File: src/include/mbac_defs.svh
// Constants for the mode based access control block
`ifndef MBAC_DEFS_SVH
`define MBAC_DEFS_SVH

// Bus widths
`define MBAC_MEM_AW          16
`define MBAC_SFR_AW          8
`define MBAC_SFR_DW          8

// Special function register groups, inclusive bounds
`define MBAC_SFR_IMPL_LO     8'h80
`define MBAC_SFR_CFG_LO      8'h80
`define MBAC_SFR_CFG_HI      8'h8F
`define MBAC_SFR_TEST_LO     8'h90
`define MBAC_SFR_TEST_HI     8'h9F
`define MBAC_SFR_HW_LO       8'hA0
`define MBAC_SFR_HW_HI       8'hDF
`define MBAC_SFR_CPU_LO      8'hE0
`define MBAC_SFR_CPU_HI      8'hFF

// Registers with fixed restrictions
`define MBAC_SFR_RNG_OUT     8'hA0
`define MBAC_SFR_CIPHER_KEY  8'hA1
`define MBAC_SFR_PROT_A0     8'hA2
`define MBAC_SFR_PROT_A1     8'hA3
`define MBAC_SFR_PROT_B0     8'hA4
`define MBAC_SFR_PROT_B1     8'hA5

// Reset values of the partition bounds before they are loaded, and of the register data outputs
`define MBAC_RST_ADDR        16'hFFFF
`define MBAC_RST_DATA        8'h00

`endif

File: src/include/mbac_pkg.sv
// Types shared by the mode based access control block
package mbac_pkg;

	typedef enum logic [2:0] {
		ST_SYS  = 3'b001,
		ST_USR  = 3'b010,
		ST_HALT = 3'b100
	} mbac_mode_t;

	typedef enum logic [1:0] {
		SPC_ROM = 2'b00,
		SPC_EE  = 2'b01,
		SPC_RAM = 2'b10
	} mbac_space_t;

	typedef enum logic [1:0] {
		OP_READ  = 2'b00,
		OP_WRITE = 2'b01,
		OP_EXEC  = 2'b10
	} mbac_op_t;

endpackage

File: src/rtl/mbac_sfr_perm.sv
// Per register permission table for special function registers
`timescale 1ns/100ps
`default_nettype none
`include "mbac_defs.svh"

module mbac_sfr_perm import mbac_pkg::*; #(
	parameter int AW = `MBAC_SFR_AW
) (
	// Lookup
	input  wire logic [AW-1:0] sfrAddr,
	input  wire logic          privMode,
	// Decision
	output logic               sfrImpl,
	output logic               sfrRdOk,
	output logic               sfrWrOk
);

	localparam int N = 2 ** AW;

	logic [N-1:0] implVec;
	logic [N-1:0] rdVec;
	logic [N-1:0] wrVec;

	// One decision per register address
	genvar gi;
	generate
		for (gi = 0; gi < N; gi++) begin : gReg
			localparam logic [AW-1:0] A = AW'(gi);
			localparam bit IMPL = A >= `MBAC_SFR_IMPL_LO;
			localparam bit USRGRP = (A >= `MBAC_SFR_HW_LO);
			localparam bit NORD = (A >= `MBAC_SFR_CIPHER_KEY) && (A <= `MBAC_SFR_PROT_B1);
			localparam bit RDONLY = (A == `MBAC_SFR_RNG_OUT);
			logic modeOk;
			assign modeOk = privMode || USRGRP;
			assign implVec[gi] = IMPL;
			assign rdVec[gi] = IMPL && modeOk && !NORD;
			assign wrVec[gi] = IMPL && modeOk && !RDONLY;
		end
	endgenerate

	assign sfrImpl = implVec[sfrAddr];
	assign sfrRdOk = rdVec[sfrAddr];
	assign sfrWrOk = wrVec[sfrAddr];

endmodule
`default_nettype wire

File: src/rtl/mbac_top.sv
// Mode based access control for memory and special function register accesses
`timescale 1ns/100ps
`default_nettype none
`include "mbac_defs.svh"

module mbac_top import mbac_pkg::*; #(
	parameter int MAW = `MBAC_MEM_AW,
	parameter int SAW = `MBAC_SFR_AW,
	parameter int SDW = `MBAC_SFR_DW
) (
	// Clock and reset
	input  wire logic           core_clk,
	input  wire logic           arst_n,
	// Boot status
	input  wire logic           bootDone,
	// Partition values from the security row
	input  wire logic           cfgValid,
	input  wire logic [MAW-1:0] cfgTestRomEnd,
	input  wire logic [MAW-1:0] cfgSecRowBase,
	input  wire logic [MAW-1:0] cfgFabKeyLo,
	input  wire logic [MAW-1:0] cfgFabKeyHi,
	input  wire logic [MAW-1:0] cfgSecRdLo,
	input  wire logic [MAW-1:0] cfgSecRdHi,
	// Memory access check
	input  wire logic           memReq,
	input  wire mbac_space_t    memSpace,
	input  wire mbac_op_t       memOp,
	input  wire logic [MAW-1:0] memAddr,
	output logic                memGrant,
	output logic                memDeny,
	// Register access from the CPU
	input  wire logic           sfrReq,
	input  wire logic           sfrWe,
	input  wire logic [SAW-1:0] sfrAddr,
	input  wire logic [SDW-1:0] sfrWdata,
	output logic                sfrAck,
	output logic [SDW-1:0]      sfrRdata,
	// Register file side
	input  wire logic [SDW-1:0] sfrRegData,
	output logic                sfrWrStb,
	output logic [SAW-1:0]      sfrWrAddr,
	output logic [SDW-1:0]      sfrWrData,
	// Mode and security status
	output logic                privMode,
	output logic                cfgLoaded,
	output logic                secViol,
	output logic                sysRstReq
);

	////////////////////////////////////////////////////////////////////////////
	// Mode state

	mbac_mode_t state_r;
	mbac_mode_t state_nxt;
	logic       isPriv;
	logic       isUsr;
	logic       wrFault;

	assign isPriv = (state_r == ST_SYS);
	assign isUsr  = (state_r == ST_USR);

	always_comb begin
		state_nxt = state_r;
		case (state_r)
			ST_SYS: begin
				if (wrFault) begin
					state_nxt = ST_HALT;
				end else if (bootDone && cfgLoaded) begin
					state_nxt = ST_USR;
				end
			end
			ST_USR: begin
				// No exit back to privileged except by reset
				if (wrFault) begin
					state_nxt = ST_HALT;
				end
			end
			ST_HALT: state_nxt = ST_HALT;
			default: state_nxt = ST_HALT;
		endcase
	end

	always_ff @(posedge core_clk or negedge arst_n) begin
		if (!arst_n) begin
			state_r <= ST_SYS;
		end else begin
			state_r <= state_nxt;
		end
	end

	always_ff @(posedge core_clk or negedge arst_n) begin
		if (!arst_n) begin
			privMode <= 1'b1;
		end else begin
			privMode <= (state_nxt == ST_SYS);
		end
	end

	////////////////////////////////////////////////////////////////////////////
	// Partition configuration, taken once after reset

	logic [MAW-1:0] testRomEnd_r;
	logic [MAW-1:0] secRowBase_r;
	logic [MAW-1:0] fabKeyLo_r;
	logic [MAW-1:0] fabKeyHi_r;
	logic [MAW-1:0] secRdLo_r;
	logic [MAW-1:0] secRdHi_r;

	// Frozen after the first load so software cannot move the bounds
	always_ff @(posedge core_clk or negedge arst_n) begin
		if (!arst_n) begin
			cfgLoaded    <= 1'b0;
			testRomEnd_r <= `MBAC_RST_ADDR;
			secRowBase_r <= `MBAC_RST_ADDR;
			fabKeyLo_r   <= `MBAC_RST_ADDR;
			fabKeyHi_r   <= `MBAC_RST_ADDR;
			secRdLo_r    <= `MBAC_RST_ADDR;
			secRdHi_r    <= `MBAC_RST_ADDR;
		end else if (!cfgLoaded && cfgValid) begin
			cfgLoaded    <= 1'b1;
			testRomEnd_r <= cfgTestRomEnd;
			secRowBase_r <= cfgSecRowBase;
			fabKeyLo_r   <= cfgFabKeyLo;
			fabKeyHi_r   <= cfgFabKeyHi;
			secRdLo_r    <= cfgSecRdLo;
			secRdHi_r    <= cfgSecRdHi;
		end
	end

	////////////////////////////////////////////////////////////////////////////
	// Memory permission

	logic inTestRom;
	logic inSecRow;
	logic inFabKey;
	logic inSecRd;
	logic memOk;

	assign inTestRom = memAddr < testRomEnd_r;
	assign inSecRow  = memAddr >= secRowBase_r;
	assign inFabKey  = (memAddr >= fabKeyLo_r) && (memAddr <= fabKeyHi_r);
	assign inSecRd   = (memAddr >= secRdLo_r) && (memAddr <= secRdHi_r);

	always_comb begin
		memOk = 1'b0;
		case (memSpace)
			SPC_ROM: begin
				if (memOp != OP_WRITE) begin
					memOk = isPriv || (isUsr && !inTestRom);
				end
			end
			SPC_EE: begin
				if (isPriv) begin
					memOk = 1'b1;
				end else if (isUsr && !inSecRow) begin
					memOk = (memOp != OP_EXEC);
				end else if (isUsr) begin
					memOk = (memOp == OP_READ) && (inFabKey || inSecRd);
				end
			end
			SPC_RAM: memOk = (isPriv || isUsr) && (memOp != OP_EXEC);
			default: memOk = 1'b0;
		endcase
	end

	always_ff @(posedge core_clk or negedge arst_n) begin
		if (!arst_n) begin
			memGrant <= 1'b0;
			memDeny  <= 1'b0;
		end else begin
			memGrant <= memReq && memOk;
			memDeny  <= memReq && !memOk;
		end
	end

	////////////////////////////////////////////////////////////////////////////
	// Register permission

	logic sfrImpl;
	logic sfrRdOk;
	logic sfrWrOk;
	logic rdAllowed;
	logic wrAllowed;

	mbac_sfr_perm #(
		.AW       (SAW)
	) uPerm (
		.sfrAddr  (sfrAddr),
		.privMode (isPriv),
		.sfrImpl  (sfrImpl),
		.sfrRdOk  (sfrRdOk),
		.sfrWrOk  (sfrWrOk)
	);

	// A halted core gets nothing, whatever the table says
	assign rdAllowed = sfrRdOk && !state_r[2];
	assign wrAllowed = sfrWrOk && !state_r[2];
	assign wrFault   = sfrReq && sfrWe && !wrAllowed;

	always_ff @(posedge core_clk or negedge arst_n) begin
		if (!arst_n) begin
			sfrAck   <= 1'b0;
			sfrRdata <= `MBAC_RST_DATA;
		end else begin
			sfrAck <= sfrReq;
			if (sfrReq && !sfrWe && rdAllowed) begin
				sfrRdata <= sfrRegData;
			end else begin
				sfrRdata <= `MBAC_RST_DATA;
			end
		end
	end

	always_ff @(posedge core_clk or negedge arst_n) begin
		if (!arst_n) begin
			sfrWrStb  <= 1'b0;
			sfrWrAddr <= '0;
			sfrWrData <= `MBAC_RST_DATA;
		end else begin
			sfrWrStb <= sfrReq && sfrWe && wrAllowed;
			if (sfrReq && sfrWe && wrAllowed) begin
				sfrWrAddr <= sfrAddr;
				sfrWrData <= sfrWdata;
			end
		end
	end

	////////////////////////////////////////////////////////////////////////////
	// Security violation

	// Held until the system reset arrives; nothing else clears it
	always_ff @(posedge core_clk or negedge arst_n) begin
		if (!arst_n) begin
			secViol   <= 1'b0;
			sysRstReq <= 1'b0;
		end else if (wrFault) begin
			secViol   <= 1'b1;
			sysRstReq <= 1'b1;
		end
	end
endmodule
`default_nettype wire
File: config.mk
export PLATFORM = sky130hd
export DESIGN_NAME = mbac_top
export DESIGN_NICKNAME = d
export VERILOG_FILES = /design/src/include/mbac_pkg.sv /design/src/rtl/mbac_sfr_perm.sv /design/src/rtl/mbac_top.sv
export VERILOG_INCLUDE_DIRS = /design/src /design/src/include
export SDC_FILE = /design/constraint.sdc
export NUM_CORES = 1
export LEC_CHECK = 0
export BUFFER_PORTS_ARGS = -buffer_cell sky130_fd_sc_hd__buf_2
export CORE_AREA = 2 2 118 120
export DETAILED_ROUTE_END_ITERATION = 8
export DIE_AREA = 0 0 120 122
export PLACE_DENSITY = 0.91
export SLEW_MARGIN = 20
export SYNTH_ARGS = -nofsm -noshare
export SYNTH_HDL_FRONTEND = slang
export SYNTH_SLANG_ARGS = --single-unit
export TNS_END_PERCENT = 1
File: constraint.sdc
create_clock -name core_clk -period 4.1 [get_ports core_clk]
set_input_delay 0.82 -clock core_clk [delete_from_list [all_inputs] [get_ports core_clk]]
set_output_delay 0.82 -clock core_clk [all_outputs]
set_load 0.005 [all_outputs]
======== Yosys cells after proc, flatten, opt, wreduce, memory -nomap -nowiden ========
Index checks and enable logic that the tools add are counted.
cells by class
  equality and inequality tests ........... 7
  multiplexer cells ....................... 14
  order comparisons ....................... 7
  reductions and logical operators ........ 29
operators with widths
  cell                                                   number
  >= comparator 16 bit                                   3
  less-or-equal comparator 16 bit                        2
  logical AND 1 bit                                      17
  binary-select mux 1 bit (select 8 bit)                 2
  < comparator 16 bit                                    1
  < comparator 8 x 9 -> 1 bit, second input constant     1
  2-to-1 mux 3 bit                                       3
  2-to-1 mux 8 bit                                       1
  zero test 1 bit                                        7
  equality test 3 x 1 -> 1 bit, second input constant    2
  2-to-1 mux 1 bit                                       6
  case mux 3 bit (2 select lines)                        1
  zero test 2 bit                                        2
  equality test 3 x 2 -> 1 bit, second input constant    1
  logical OR 1 bit                                       3
  case mux 1 bit (3 select lines)                        1
  equality test 2 x 1 -> 1 bit, second input constant    1
  equality test 2 bit, second input constant             1
  inequality test 2 x 1 -> 1 bit, second input constant  1
  inequality test 2 bit, second input constant           1
storage, ports and cells
  word-level logic and storage cells ...... 74
  flip-flop bits (word level) ............. 130
  output and inout port bits .............. 32

======== Logic depth before layout (Yosys ltp) ========
  depth in word-level cells ............... 10
  depth in mapped cells ................... 9
  depth with buffers taken out ............ 9

======== Cells and area by module ========
A second synthesis with hierarchy kept.
second synthesis, totals
  cells, all modules ...................... 764
  area total of the unflattened synthesis .. 7144.4 µm²
by module, submodules not included
  module         cells an instance  area each (µm²)  sequential area each (µm²)  instances
  mbac_top       756                7094.3           3375.7                      1
  mbac_sfr_perm  8                  50.0             0.0                         1

======== Worst setup path before layout ========
Ideal clock, no wire load.
  path kind ............................... in2reg
  from .................................... input memAddr[14]
  to ...................................... register memDeny
  slack ................................... 1.296 ns
  library setup time ...................... 0.120 ns
  stages .................................. 8
  arrival ................................. 2.684 ns
  path through ............................ ha_1 -> nand3_2 -> or4_1 -> or4_1 -> nand3_1 -> o21ai_1 -> a221o_1 -> and3_1
on the way
  cells in the longest elaborated chain, start to end .. 10
  elaborated cells between the ends (all ways) .. 22
  those cells by class .................... 6 x order compare; 5 x mux; 11 x reduce/logical
RTL lines
  element                                             line                              RTL
  start: declaration                                  mbac_top.sv:28                    input wire logic [MAW-1:0] memAddr,
  >= comparator 16 bit, or another cell as far along  mbac_top.sv:141                   assign inFabKey = (memAddr >= fabKeyLo_r) && (memAddr <= fabKeyHi_r);
  logical AND 1 bit, on equally long branches         mbac_top.sv:141, mbac_top.sv:142
  logical OR 1 bit                                    mbac_top.sv:158                   memOk = (memOp == OP_READ) && (inFabKey || inSecRd);
  logical AND 1 bit                                   mbac_top.sv:158
  2-to-1 mux 1 bit                                    mbac_top.sv:157                   end else if (isUsr) begin
  2-to-1 mux 1 bit                                    mbac_top.sv:155                   end else if (isUsr && !inSecRow) begin
  2-to-1 mux 1 bit                                    mbac_top.sv:153                   if (isPriv) begin
  case mux 1 bit (3 select lines) *                   mbac_top.sv:146                   case (memSpace)
  zero test 1 bit *                                   mbac_top.sv:172                   memDeny <= memReq && !memOk;
  logical AND 1 bit *                                 mbac_top.sv:172
  end signal: assignment                              mbac_top.sv:172
  end: declaration                                    mbac_top.sv:30                    output logic memDeny,
Every way passes the cells marked *; elsewhere a longest branch is shown, timed or not.
A chain may end at the register's enable or synchronous reset.

======== Worst setup path after layout ========
Same ends and word-level chain as after synthesis.

==> results <==
- The fraction of the mapped netlist area in compound gates is a little over an eighth.
- The number of global-route vias before repair is between 5k and 6k.
- The highest cell delay on the worst timing path is ~0.53 ns.
- For the worst setup path, the data required time is 4.41 ns.
- Once detailed placement completed, the half-perimeter wirelength came to 14,400 microns.
- The die width is about 120 microns.
- Measured against the total synthesized area, the mux share comes to around 3.3%.
- The number of hold buffers added after cts is 0.
- The DRC violations left is 0.
- Dividing total power by cell area gives a power density of 444 mW/mm^2.
- Sequential cells were found to cover 47.2% of the synthesized design area.
- For the pin with the worst max-slew slack, the measured transition is between 1 and 1.5 ns.
- The clock network latency to the later pin of the worst-skew pair is 0.42 ns.
- Setup slack closes at around 1.3 ns.
- The tool flagged a number of max-cap violations equal to 0.
- The highest fanout seen on the critical path is 6.
- In this run, synthesis inferred 0 flip-flops with an integrated enable.
- After global routing the overflow that remains totals 0.
- The total power after layout is around 4 mW.
- The die covers approximately 0.015 sq mm.
- The total setup violations reported at the end of the flow is 0.
- The run finished with clean final reports.
- The cell count after synthesis came out at between 700 and 800.
- The number of failing hold endpoints at the final stage is 0.
- The worst vdd rail ir drop is around 0.00038 V.
- The buffer type at the clock tree root is sky130_fd_sc_hd__clkbuf_16.
- The count of different cell masters after synthesis is 48.
- The leakage dissipation is about 4.4 nW.
- The total clock sinks is 130.
- The count of cells resized by post-cts repair is 0.
- OpenSTA, run right after detailed placement, puts the worst setup slack at roughly 0.94 ns.
- The net count after synthesis is between 900 and 1k.
- The number of setup buffers added after CTS is 0.
- From synthesis to final layout, the design area changed by 25.6%.
- The count of nets left with antenna violations once routing finished came out at 0.
- The pre-antenna-repair detailed-routing pass consisted of 4 iterations.
- At the end of routability-driven placement, the weighted congestion stood at 0.929.
- For this run, asynchronously set or reset flops after synthesis account for 100%.
- Sorting the synthesized cells by how often they occur yields 118 x sky130_fd_sc_hd__nand2_1, 104 x sky130_fd_sc_hd__o21ai_0, 98 x sky130_fd_sc_hd__dfstp_2.
- Of the cells placed in the final design, the portion with a size suffix greater than 1 is approximately 38%.
- The max-slew headroom at the worst pin is around a third.
- The number of rows created at floorplan is 43.
- The synthesis-stage register bit count is 130.
- The routed design has ~19,000 microns of wire.
- Setup repair after global routing left no endpoint under its margin.
- Dividing the final minimum period by the clock period gives 67.2%.
- The number of ports placed on the die boundary is between 150 and 200.
- The post-synthesis share of cell area spent on and, or, nand and nor gates is between 10% and 20%.
- Of the total synthesized cell area, the portion taken by XOR and XNOR cells is 0.123%.
- The top cell type's share of synthesized area is 36.0%.
- The number of antenna diodes in the final layout is 0.
- Clock tree synthesis inserted a total of 17 buffers.
- Dividing the detail-routed via count by the number of cells gives about 5.3.
- The maximum buffer depth of the clock tree is 2.
- The routed layout has between 5k and 6k vias.
- Clock skew on the completed layout was measured at 0.00619 ns.
- The core box area is around 0.014 sq mm.
- The endpoint arrival time on the critical path is between 3 and 4 ns.
- The dominant synthesized flop cell is sky130_fd_sc_hd__dfstp_2.
- The area share of fa/ha/maj cells after synthesis is approximately 17%.
- The Yosys warning count is 0.
- The worst setup path is of the primary input to register kind.
- The initial detailed-routing violation count is between 400 and 500.
- In this design, the critical path's most frequently occurring cell is sky130_fd_sc_hd__or4_1.
- The sort of element at the end of the critical path is a register.
- The global-route wire length before repair is 29,600 microns.
- The biggest area contributor in the post-synthesis netlist is sky130_fd_sc_hd__dfstp_2.
- The die boundary height is approximately 120 microns.
- The tightest min-delay check is of the register to register type.
- The cell with the largest stage delay on the worst path is sky130_fd_sc_hd__or4_1.
- Hold is met by 0.486 ns.
- After clock tree synthesis, the clock-pin slew on the worst setup and hold paths is roughly 0.05 ns.
- The count of pins over their slew limit came to 0.
- The smallest clock period supported by the final layout is computed as 2.76 ns.
- Based on the critical path, the design can be clocked at up to between 0.3 and 0.4 GHz.
- By area, the combinational part of the netlist is dominated by adder cells.
- The number of antenna violations at the first check in global routing is 0.
- The quantity of I/O buffers inserted on ports is 178.
- The area of the multi-input gates is 0.00333 sq mm.
- TritonCTS built the clock tree.
- The wire length per cell after detailed routing is 17.0 microns.
- Registers take 0.00338 sq mm.
- The synthesized area per cell is approximately 9.8 sq um.
- By area the synthesized netlist is led by sky130_fd_sc_hd__dfstp_2 36%, sky130_fd_sc_hd__ha_1 17%, sky130_fd_sc_hd__dfrtp_1 11%, sky130_fd_sc_hd__o21ai_0 7.3%, sky130_fd_sc_hd__nand2_1 6.2%.
- STA classifies the critical path startpoint as a primary input.
- The count of fill cells added during filler insertion is 1,029.
- For the final routed database, the setup TNS stands at 0 ns.
- The synthesized netlist occupies a cell area of ~0.007 sq mm.
- The number of buffer and inverter instances along the worst setup path is 1.
- Entering global routing, the biggest net connects 69 pins.
- Once the floorplan was initialized, standard cells occupied around 53% of the core.
- The combined global-route utilization of all metal layers is 26.8%.
- The family with the most delay on the worst path is simple AND/OR/NAND/NOR gates.
- The final-stage net count is ~1.2k.
- Yosys instantiated no cell more often than sky130_fd_sc_hd__nand2_1.
- Walking the worst path, the cells encountered are buf_2 -> ha_1 -> nand3_2 -> or4_1 -> or4_1 -> nand3_1 -> o21ai_1 -> a221o_1 -> and3_1.
- The level count of the clock H-tree is 4.
[layer usage]
| layer | part of all wire [%] | vias up | global-route usage (%) |
|---|---|---|---|
| li1 | - | 2859 | - |
| met1 | 43 | 2816 | 35.0 |
| met2 | 49 | 180 | 42.8 |
| met3 | 6.2 | 39 | 7.40 |
| met4 | 2.4 | 0 | 9.93 |
| met5 | 0 | - | 0 |
[state kept, by name, indices dropped and copies added (netlist names), 3 cells and up]
| name | flops |
|---|---|
| fabKeyLo_r | 16 |
| testRomEnd_r | 16 |
| secRdLo_r | 16 |
| sfrWrAddr | 8 |
| sfrRdata | 8 |
| secRdHi_r | 16 |
| fabKeyHi_r | 16 |
| sfrWrData | 8 |
| state_r | 3 |
| secRowBase_r | 16 |
[report_power, final]
part	switching [mW]	total, mW	internal, mW
logic	0.392	0.669	0.277
registers	0.0389	1.54	1.50
clock network	0.554	1.77	1.22
[cells in the final DEF (no fill, tap or decap), types with 5 or more instances in the layout]
master,n
sky130_fd_sc_hd__a21o_1,8
sky130_fd_sc_hd__a211oi_1,6
sky130_fd_sc_hd__nand4_1,8
sky130_fd_sc_hd__nand2_1,118
sky130_fd_sc_hd__ha_1,95
sky130_fd_sc_hd__mux2_2,19
sky130_fd_sc_hd__nand3_1,8
sky130_fd_sc_hd__buf_4,8
sky130_fd_sc_hd__dfstp_2,98
sky130_fd_sc_hd__o21ai_0,104
sky130_fd_sc_hd__nor3_1,9
sky130_fd_sc_hd__a21oi_1,32
sky130_fd_sc_hd__nor2_1,12
sky130_fd_sc_hd__bufinv_16,5
sky130_fd_sc_hd__or4_1,5
sky130_fd_sc_hd__dfrtp_1,32
sky130_fd_sc_hd__buf_2,177
sky130_fd_sc_hd__and2_1,8
sky130_fd_sc_hd__clkbuf_16,19
sky130_fd_sc_hd__and3_1,5
sky130_fd_sc_hd__inv_1,96
sky130_fd_sc_hd__nor3b_1,5
[final timing paths]
path / startpoint / to / slack, ns / depth (start not counted)
worst max register to register: fabKeyLo_r[14]$_DFFE_PN1P_ / memDeny$_DFF_PN0_ / 1.35 / 9
max in group asynchronous: arst_n / testRomEnd_r[13]$_DFFE_PN1P_ / 2.75 / 2
worst max-delay path: memAddr[14] / memDeny$_DFF_PN0_ / 1.34 / 9
min in group asynchronous: arst_n / sfrWrData[4]$_DFFE_PN0P_ / 0.53 / 1
worst min-delay path: sfrWrAddr[2]$_DFFE_PN0P_ / sfrWrAddr[2]$_DFFE_PN0P_ / 0.49 / 1
worst min register to register: sfrWrAddr[2]$_DFFE_PN0P_ / sfrWrAddr[2]$_DFFE_PN0P_ / 0.49 / 1
[kinds of logic (layout without fill, tap and decap cells)]
kind of cell    after synthesis  count (layout)
simple gates                195             195
compound gates              171             171
flops                       130             130
buf+inv                     119             315
fa+ha+maj                    95              95
mux                          21              21
xor+xnor                      1               1
[through the flow]
stage,area [sq um],util [%],instances
after global routing,8980,66.5,1108
after detailed placement,8280,61.3,1076
after floorplan,7150,-,732
after CTS,8980,66.5,1108
final,8980,66.5,1108
after global placement,8280,61.3,1076
[cell type report]
class                   instances  share of cell area, %
multi-input cells             483                   37.1
well taps                     180                   2.51
repair buffers                187                   11.0
flip-flops and latches        130                   37.6
inverters                      96                   4.01
clock inverters                 7                   1.81
clock buffers                  25                   5.99
[worst reg2reg max path: cells and delay by family, from the launching register on]
family / cells / cell delay, ns
simple gates: 5 / 1.33
buf+inv: 1 / 0.07
fa+ha+maj: 1 / 0.33
compound gates: 2 / 0.39
flops: 1 / 0.51
Note: power is estimated with default switching activity, not from simulation.
